**src/verilog/tbi_pkg.sv**
```systemverilog
// Shared constants, state type and functions for the tape byte interface.
`default_nettype none
package tbi_pkg;
  // Clock and divider chain.
  localparam int unsigned CLK_HZ    = 100_000_000;
  localparam int unsigned TOG_IN_HZ = 3_000_000;
  localparam int unsigned SQ_HZ     = 1_500_000;
  localparam int unsigned SQ_DIV    = 5;
  localparam int unsigned TICK_HZ   = 300_000;
  localparam int unsigned CHAR_HZ   = 10_000;
  localparam int unsigned PRE_CYC   = CLK_HZ / TOG_IN_HZ;
  localparam int unsigned RATE_DIV  = TICK_HZ / CHAR_HZ;
  localparam int unsigned PULSE_NS  = 3000;
  localparam int unsigned PULSE_CYC = (PULSE_NS * (CLK_HZ / 1_000_000)) / 1000;
  // Read block end detection.
  localparam int unsigned READ_GAP_US  = 200;
  localparam int unsigned STOP_DLY_US  = 1000;
  localparam int unsigned READ_GAP_CYC = READ_GAP_US * (CLK_HZ / 1_000_000);
  localparam int unsigned STOP_DLY_CYC = STOP_DLY_US * (CLK_HZ / 1_000_000);
  // Character format and end-of-block sequence.
  localparam int unsigned DATA_W    = 8;
  localparam int unsigned CMD_W     = 6;
  localparam logic [2:0]  GAP_CHARS = 3'h4;
  localparam logic [7:0]  CRC_POLY  = 8'h3C;
  localparam logic [7:0]  CRC_FINAL = 8'hD7;
  localparam logic [7:0]  FILE_MARK = 8'h13;
  localparam logic [7:0]  RESET_BYTE = 8'h00;
  // Command and status bit positions.
  localparam int unsigned CMD_FWD   = 0;
  localparam int unsigned CMD_WSTAT = 1;
  localparam int unsigned STAT_RDY  = 0;
  localparam int unsigned STAT_PERR = 1;
  localparam int unsigned STAT_DRV  = 2;

  typedef enum logic [1:0] {
    WS_IDLE    = 2'b00,
    WS_CRC_GAP = 2'b01,
    WS_LRC_GAP = 2'b11,
    WS_AMP     = 2'b10
  } tbi_wseq_t;

  // Parity bit that makes a nine-bit character odd.
  function automatic logic tbi_odd_par(input logic [7:0] b);
    tbi_odd_par = ~^b;
  endfunction : tbi_odd_par

  // One cyclic check update for a written byte.
  function automatic logic [7:0] tbi_crc_step(input logic [7:0] crc,
                                              input logic [7:0] data);
    logic [7:0] x;
    logic [7:0] r;
    x = crc ^ data;
    r = {tbi_odd_par(x), x[7:1]};
    tbi_crc_step = x[0] ? (r ^ CRC_POLY) : r;
  endfunction : tbi_crc_step
endpackage : tbi_pkg
`default_nettype wire

```
**src/verilog/tbi_rate_gen.sv**
```systemverilog
// Write timing chain: toggle, divide by five, rate divider, 3 us pulse.
`timescale 1ns/10ps
`default_nettype none
module tbi_rate_gen #(
  parameter int unsigned PRE_CYC   = tbi_pkg::PRE_CYC,
  parameter int unsigned PULSE_CYC = tbi_pkg::PULSE_CYC
) (
  // Clock and reset
  input  wire logic       clk,
  input  wire logic       rst,
  // Control
  input  wire logic       run,
  input  wire logic [7:0] rate_div,
  // Base write pulse
  output logic            base_q,
  output logic            base_start
);
  localparam logic [7:0] PRE_LAST = 8'(PRE_CYC - 1);
  localparam logic [8:0] WID_LAST = 9'(PULSE_CYC - 1);
  localparam logic [2:0] SQ_LAST  = 3'(tbi_pkg::SQ_DIV - 1);

  logic [7:0] pre_q, pre_d, rate_q, rate_d;
  logic [8:0] wid_q, wid_d;
  logic [2:0] five_q, five_d;
  logic       sq_q, sq_d, base_d, tick;

  always_comb begin
    pre_d = pre_q;
    sq_d = sq_q;
    five_d = five_q;
    rate_d = rate_q;
    wid_d = wid_q;
    base_d = base_q;
    tick = 1'b0;
    base_start = 1'b0;
    if (!run) begin
      pre_d = '0;
      sq_d = 1'b0;
      five_d = '0;
      rate_d = '0;
      wid_d = '0;
      base_d = 1'b0;
    end else begin
      if (pre_q == PRE_LAST) begin
        pre_d = '0;
        sq_d = ~sq_q;
        if (!sq_q) begin
          if (five_q == SQ_LAST) begin
            five_d = '0;
            tick = 1'b1;
          end else begin
            five_d = five_q + 3'h1;
          end
        end
      end else begin
        pre_d = pre_q + 8'h01;
      end
      if (tick && rate_div != 8'h00) begin
        if (rate_q >= rate_div - 8'h01) begin
          rate_d = '0;
          base_start = 1'b1;
        end else begin
          rate_d = rate_q + 8'h01;
        end
      end
      if (base_start) begin
        base_d = 1'b1;
        wid_d = '0;
      end else if (base_q) begin
        if (wid_q == WID_LAST) begin
          base_d = 1'b0;
        end else begin
          wid_d = wid_q + 9'h001;
        end
      end
    end
  end

  always_ff @(posedge clk or posedge rst) begin
    if (rst) begin
      pre_q <= '0;
      sq_q <= 1'b0;
      five_q <= '0;
      rate_q <= '0;
      wid_q <= '0;
      base_q <= 1'b0;
    end else begin
      pre_q <= pre_d;
      sq_q <= sq_d;
      five_q <= five_d;
      rate_q <= rate_d;
      wid_q <= wid_d;
      base_q <= base_d;
    end
  end
endmodule : tbi_rate_gen
`default_nettype wire

```
**src/verilog/tbi_tape_if.sv**
```systemverilog
// Processor-side interface logic for a nine-track tape drive.
`timescale 1ns/10ps
`default_nettype none
module tbi_tape_if #(
  parameter int unsigned GAP_CYC  = tbi_pkg::READ_GAP_CYC,
  parameter int unsigned STOP_CYC = tbi_pkg::STOP_DLY_CYC
) (
  // Clock and reset
  input  wire logic       clk,
  input  wire logic       rst,
  // Configuration
  input  wire logic       cfg_done,
  input  wire logic       timer_run,
  input  wire logic [7:0] rate_div,
  // Command control
  input  wire logic [5:0] cmd_port,
  input  wire logic       write_mode,
  input  wire logic       rd_active,
  // Write byte stream from the processor
  input  wire logic [7:0] wr_in,
  input  wire logic       wr_in_valid,
  output logic            wr_in_ready,
  // Write gates and block ending
  input  wire logic       wr_strobe_gate,
  input  wire logic       amp_clear_gate,
  input  wire logic       crc_clear,
  input  wire logic       end_block,
  input  wire logic       file_mark_req,
  output logic            seq_busy,
  output logic [7:0]      cyclic_check_char,
  // Read side to the processor
  output logic [7:0]      rd_byte,
  input  wire logic       rd_ack,
  output logic [7:0]      status_byte,
  output logic            rd_ready_flag_out,
  output logic            rd_block_end,
  // Drive read pins
  input  wire logic [7:0] rd_byte_lines,
  input  wire logic       rd_parity_line,
  input  wire logic       rd_char_strobe,
  input  wire logic [5:0] drive_status_bits,
  output logic            rd_char_clock,
  // Drive write and command pins
  output logic [7:0]      wr_byte_lines,
  output logic            wr_parity_line,
  output logic            wr_char_strobe,
  output logic            wr_amp_clear_pulse,
  output logic [5:0]      drive_cmd_bits
);
  localparam int unsigned GW = $clog2(GAP_CYC + 1);
  localparam int unsigned SW = $clog2(STOP_CYC + 1);
  localparam logic [GW-1:0] GAP_LAST  = GW'(GAP_CYC - 1);
  localparam logic [SW-1:0] STOP_LAST = SW'(STOP_CYC - 1);

  logic base_q, base_start;

  tbi_rate_gen u_rate (
    .clk        (clk),
    .rst        (rst),
    .run        (timer_run && cfg_done),
    .rate_div   (rate_div),
    .base_q     (base_q),
    .base_start (base_start)
  );

  // Write path state.
  tbi_pkg::tbi_wseq_t ws_q, ws_d;
  logic [7:0] wbyte_q, wbyte_d, crc_q, crc_d;
  logic [2:0] slot_q, slot_d;
  logic       loaded_q, loaded_d, stb_q, stb_d, amp_q, amp_d;

  always_comb begin
    ws_d = ws_q;
    wbyte_d = wbyte_q;
    crc_d = crc_q;
    slot_d = slot_q;
    loaded_d = loaded_q;
    wr_in_ready = 1'b0;
    if (base_start) begin
      loaded_d = 1'b0;
      unique case (ws_q)
        tbi_pkg::WS_IDLE: begin
          if (wr_in_valid) begin
            wr_in_ready = 1'b1;
            wbyte_d = wr_in;
            loaded_d = 1'b1;
            crc_d = tbi_pkg::tbi_crc_step(crc_q, wr_in);
          end else if (end_block) begin
            ws_d = tbi_pkg::WS_CRC_GAP;
            slot_d = 3'h1;
          end else if (file_mark_req) begin
            wbyte_d = tbi_pkg::FILE_MARK;
            loaded_d = 1'b1;
            ws_d = tbi_pkg::WS_LRC_GAP;
            slot_d = 3'h0;
          end
        end
        tbi_pkg::WS_CRC_GAP: begin
          if (slot_q == tbi_pkg::GAP_CHARS) begin
            wbyte_d = crc_q ^ tbi_pkg::CRC_FINAL;
            loaded_d = 1'b1;
            ws_d = tbi_pkg::WS_LRC_GAP;
            slot_d = 3'h0;
          end else begin
            slot_d = slot_q + 3'h1;
          end
        end
        tbi_pkg::WS_LRC_GAP: begin
          if (slot_q == tbi_pkg::GAP_CHARS) begin
            ws_d = tbi_pkg::WS_AMP;
          end else begin
            slot_d = slot_q + 3'h1;
          end
        end
        tbi_pkg::WS_AMP: begin
          ws_d = tbi_pkg::WS_IDLE;
        end
      endcase
    end
    if (crc_clear) begin
      crc_d = 8'h00;
    end
    // Strobes follow the byte by one cycle so the lines have settled.
    stb_d = cfg_done && base_q && loaded_q && wr_strobe_gate;
    amp_d = cfg_done && base_q && amp_clear_gate
            && ws_q == tbi_pkg::WS_AMP;
  end

  always_ff @(posedge clk or posedge rst) begin
    if (rst) begin
      ws_q <= tbi_pkg::WS_IDLE;
      wbyte_q <= tbi_pkg::RESET_BYTE;
      crc_q <= 8'h00;
      slot_q <= 3'h0;
      loaded_q <= 1'b0;
      stb_q <= 1'b0;
      amp_q <= 1'b0;
    end else begin
      ws_q <= ws_d;
      wbyte_q <= wbyte_d;
      crc_q <= crc_d;
      slot_q <= slot_d;
      loaded_q <= loaded_d;
      stb_q <= stb_d;
      amp_q <= amp_d;
    end
  end

  assign wr_byte_lines = wbyte_q;
  assign wr_parity_line = tbi_pkg::tbi_odd_par(wbyte_q);
  assign wr_char_strobe = stb_q;
  assign wr_amp_clear_pulse = amp_q;
  assign cyclic_check_char = crc_q;
  assign seq_busy = ws_q != tbi_pkg::WS_IDLE;

  // Read path state.
  logic [7:0]    rbyte_q, rbyte_d;
  logic [GW-1:0] gap_q, gap_d;
  logic [SW-1:0] stop_q, stop_d;
  logic          rs_prev_q, rdy_q, rdy_d, perr_q, perr_d, clk9_q, clk9_d;
  logic          seen_q, seen_d, bend_q, bend_d, halt_q, halt_d, rise;
  logic [5:0]    cmd_q, cmd_d;

  always_comb begin
    rise = rd_char_strobe && !rs_prev_q;
    rbyte_d = rbyte_q;
    perr_d = perr_q;
    rdy_d = rdy_q;
    if (rd_ack) begin
      rdy_d = 1'b0;
    end
    if (rise) begin
      rbyte_d = rd_byte_lines;
      perr_d = ^{rd_byte_lines, rd_parity_line} == 1'b0;
      rdy_d = 1'b1;
    end
    clk9_d = |{rd_byte_lines, rd_parity_line};
    gap_d = gap_q;
    stop_d = stop_q;
    seen_d = seen_q;
    bend_d = bend_q;
    halt_d = halt_q;
    if (!rd_active) begin
      gap_d = '0;
      stop_d = '0;
      seen_d = 1'b0;
      bend_d = 1'b0;
      halt_d = 1'b0;
    end else if (rise && !bend_q) begin
      gap_d = '0;
      seen_d = 1'b1;
    end else if (seen_q && !bend_q) begin
      if (gap_q == GAP_LAST) begin
        bend_d = 1'b1;
      end else begin
        gap_d = gap_q + GW'(1);
      end
    end else if (bend_q && !halt_q) begin
      if (stop_q == STOP_LAST) begin
        halt_d = 1'b1;
      end else begin
        stop_d = stop_q + SW'(1);
      end
    end
    cmd_d = 6'h00;
    if (cfg_done) begin
      cmd_d = cmd_port;
      if (write_mode) begin
        cmd_d[tbi_pkg::CMD_FWD] = 1'b1;
        cmd_d[tbi_pkg::CMD_WSTAT] = 1'b1;
      end
      if (halt_q) begin
        cmd_d[tbi_pkg::CMD_FWD] = 1'b0;
      end
    end
  end

  always_ff @(posedge clk or posedge rst) begin
    if (rst) begin
      rs_prev_q <= 1'b0;
      rbyte_q <= 8'h00;
      rdy_q <= 1'b0;
      perr_q <= 1'b0;
      clk9_q <= 1'b0;
      gap_q <= '0;
      stop_q <= '0;
      seen_q <= 1'b0;
      bend_q <= 1'b0;
      halt_q <= 1'b0;
      cmd_q <= 6'h00;
    end else begin
      rs_prev_q <= rd_char_strobe;
      rbyte_q <= rbyte_d;
      rdy_q <= rdy_d;
      perr_q <= perr_d;
      clk9_q <= clk9_d;
      gap_q <= gap_d;
      stop_q <= stop_d;
      seen_q <= seen_d;
      bend_q <= bend_d;
      halt_q <= halt_d;
      cmd_q <= cmd_d;
    end
  end

  assign rd_byte = rbyte_q;
  assign rd_ready_flag_out = rdy_q;
  assign rd_block_end = bend_q;
  assign rd_char_clock = clk9_q;
  assign drive_cmd_bits = cmd_q;
  assign status_byte = {drive_status_bits, perr_q, rdy_q};
endmodule : tbi_tape_if
`default_nettype wire

```
**config.mk**
```make
export PLATFORM = sky130hd
export DESIGN_NAME = tbi_tape_if
export DESIGN_NICKNAME = d
export VERILOG_FILES = /design/src/verilog/tbi_pkg.sv /design/src/verilog/tbi_rate_gen.sv /design/src/verilog/tbi_tape_if.sv
export SDC_FILE = /design/constraint.sdc
export NUM_CORES = 1
export LEC_CHECK = 0
export BUFFER_PORTS_ARGS = -buffer_cell sky130_fd_sc_hd__buf_4
export CAP_MARGIN = 10
export CORE_UTILIZATION = 48
export DETAILED_ROUTE_END_ITERATION = 6
export HOLD_SLACK_MARGIN = 0.03
export PLACE_DENSITY = 0.79
export SLEW_MARGIN = 20
export SYNTH_ARGS = -nofsm -noshare
export SYNTH_HDL_FRONTEND = slang
export SYNTH_HIERARCHICAL = 1
export SYNTH_SLANG_ARGS = --single-unit
```
**constraint.sdc**
```tcl
create_clock -name clk -period 7.06 [get_ports clk]
set_input_delay 1.412 -clock clk [delete_from_list [all_inputs] [get_ports clk]]
set_output_delay 1.412 -clock clk [all_outputs]
set_load 0.05 [all_outputs]
```
==> reports/metrics.csv <==
metric,value,unit
setup_viol,0,
hold_path.class,flip-flop to flip-flop,
wirelength,12100,um
cts_setup_buffers,0,
io_pins,97,
post_cts_resized,0,
dr.pass1.iters,4,
crit_path_top_delay_cell,or4_4,
power_frac_seq,45.9,%
grt.total_usage,20.0,%
fin_crit_sh,85.3,%
root_buffer,clkbuf_16,
ant_nets,0,
yosysMostFrequentCell,dfrtp_1,
leakage,3.07,nW
synth_largest_area_cell,dfrtp_1,
cts_tree,yes,
crit_chain,buf_4 > or4_4 > nor4_1 > xnor2_1 > ha_1 > nand4_1 > a31o_2 > a21oi_4 > and2_1 > inv_1 > nor3_4 > buf_4 > buf_4,
max-vdd-ir-drop,0.131,mV
nets,733,
tightest_slew,978,ps
pwr_density_cell,199,nW/um^2
place.port_buffers,84,
synth-warning-count,6,
crit_path_max_incr_delay,560,ps
synth_seq_cells,107,
grt.overflow.total,0,
clk_latency,350,ps
die_h,113,um
maxCapViolCount,0,
h-tree-depth,3,
cts_max_path_buffers,2,
synth_edf_count,0,
synth.net_count,660,
cts.sinks,107,
p_clk_share,42.3,%
synth_area_leaders,"dfrtp_1, xnor2_1, nor2_1, ha_1, xor2_1",
switching_share,23.8,%
numCtsBuffers,9,
core_area,12000,um^2
dr_total_vias,4460,
area_delta_synth_final,17.4,%
crit_required,5650,ps
grt_pass1_wl,20700,um
start_kind,input pin,
p_switching,0.328,mW
criticalPathCategory,input pin to primary output,
drc,0,
ys_seq_area_share,45.3,%
syn-cell-area,5920,um^2
async_flop_share,100,%
crit_arrival,4610,ps
preCtsSetupSlack,1070,ps
finalHoldViolations,0,
synth_ff_type,dfrtp_1,
path_common_cell,buf_4,
initial_core_util,49.3,%
diodes,0,
grt_antenna_before_repair,0,
setup_slack,1040,ps
synth.avg_cell_area,10.0,um^2
wire_per_inst,14.9,um
core.rowCount,40,
layout-drive-gt1-share,20.0,%
path_clk_slew,70,ps
slew_violations,0,
power.share.combinational,11.8,%
dieArea,12800,um^2
intPower,1.05,mW
grt_max_degree,78,
skew,5.66,ps
status,finished clean,
synth.distinct_cells,60,
drt_iter0_drc,250,
die_w,113,um
clock.fmax,166,MHz
hold_buffers,0,
period_minus_slack,6020,ps
relSlewSlack,34.4,%
gp_congestion,0.856,
vias_per_cell,5.49,
endpoint_kind,primary output,
cp_max_fo,17,
synth.top_cell.area_share,45.3,%
synth_common_cells,"dfrtp_1, nor2_1, xnor2_1, nand2_1, nand3_1",
fin_tns_setup,0,ps
synthCells,589,
rsz0062_at_grt,false,
grt_pass1_vias,4472,
dp_hpwl,8740,um
## layer usage
| metal | track usage [%] | part of all wire [%] | vias to the layer above |
|---|---|---|---|
| li1 | - | - | 2196 |
| met1 | 24.9 | 44 | 2169 |
| met2 | 34.4 | 51 | 72 |
| met3 | 4.39 | 3.3 | 23 |
| met4 | 6.75 | 1.9 | 0 |
| met5 | 0 | 0 | - |
## worst max-delay path: cells and delay by family
family,cells,cell delay [ps]
AOI/OAI and AO/OA,2,680
and+or+nand+nor,5,1370
buffers and inverters,4,680
xor gates and xnor gates,1,120
adders and majority gates,1,330
## final cells by class
class,count,area [um^2]
clock inverter,4,97.6
inverter,20,75.1
multi-input combinational,437,3000
sequential,107,2680
fill,1014,5070
clock buffer,11,253
tap,147,184
timing repair buffer,87,653
## per-stage QoR
| step | util, % | instance area (um^2) | cells | power [mW] | hold slack, ps |
|---|---|---|---|---|---|
| floorplan | - | 5920 | 589 | 0.762 | 450 |
| global placement | 54.9 | 6590 | 798 | 0.805 | 479 |
| detailed placement | 54.9 | 6590 | 798 | 0.809 | 493 |
| CTS | 57.8 | 6940 | 813 | 1.40 | 509 |
| global route | 57.8 | 6940 | 813 | 1.43 | 525 |
| finish | 57.8 | 6940 | 813 | 1.38 | 501 |
## cell families after synthesis
kind of cell,share of synthesized area [%]
mux,2.60
simple gates,23.5
buf+inv,3.96
xor+xnor,12.9
compound gates,7.64
fa+ha+maj,4.23
flops,45.3
## state kept, by name, indices dropped and copies added, names as in the netlist, 2 cells and up
name and cells:
cyclic_check_char 8, drive_cmd_bits 6, gap_q 15, rd_byte 8, slot_q 3, stop_q 17
u_rate/five_q 3, u_rate/pre_q 8, u_rate/rate_q 8, u_rate/wid_q 9, wr_byte_lines 8, ws_q 2
## placed cells by master, fill, tap and decap left out, drive strengths merged, types with 22 or more instances in the layout
cell / netlist / final
buf: 13 / 87
nor2: 67 / 67
and2: 22 / 22
nand4: 26 / 26
xnor2: 50 / 50
dfrtp: 107 / 107
xor2: 28 / 28
nand2: 37 / 37
nand3: 36 / 36
## final timing paths
path | slack [ps] | to | from | cells past startpoint
max in group asynchronous | 5050 | cyclic_check_char[5]$_DFFE_PP0P_ | rst | 3
hold / removal | 500 | perr_q$_DFFE_PP0N_ | perr_q$_DFFE_PP0N_ | 2
hold reg to reg | 500 | perr_q$_DFFE_PP0N_ | perr_q$_DFFE_PP0N_ | 2
min in group asynchronous | 1150 | u_rate/five_q[2]$_DFFE_PP0P_ | rst | 2
setup reg to reg | 3340 | wr_byte_lines[1]$_DFFE_PP0P_ | u_rate/pre_q[4]$_DFF_PP0_ | 8
setup / recovery | 1040 | wr_in_ready | rate_div[3] | 13
## power by group through the flow
| stage | Sequential, mW | Combinational [mW] | Clock (mW) |
|---|---|---|---|
| 2_1_floorplan | 0.676 | 0.0857 | 0 |
| 3_3_place_gp | 0.644 | 0.160 | 0 |
| 3_5_place_dp | 0.645 | 0.164 | 0 |
| 4_1_cts | 0.633 | 0.165 | 0.597 |
| 5_1_grt | 0.634 | 0.176 | 0.617 |
| 6_report | 0.633 | 0.163 | 0.584 |
Power figures use the tool's default switching activity.
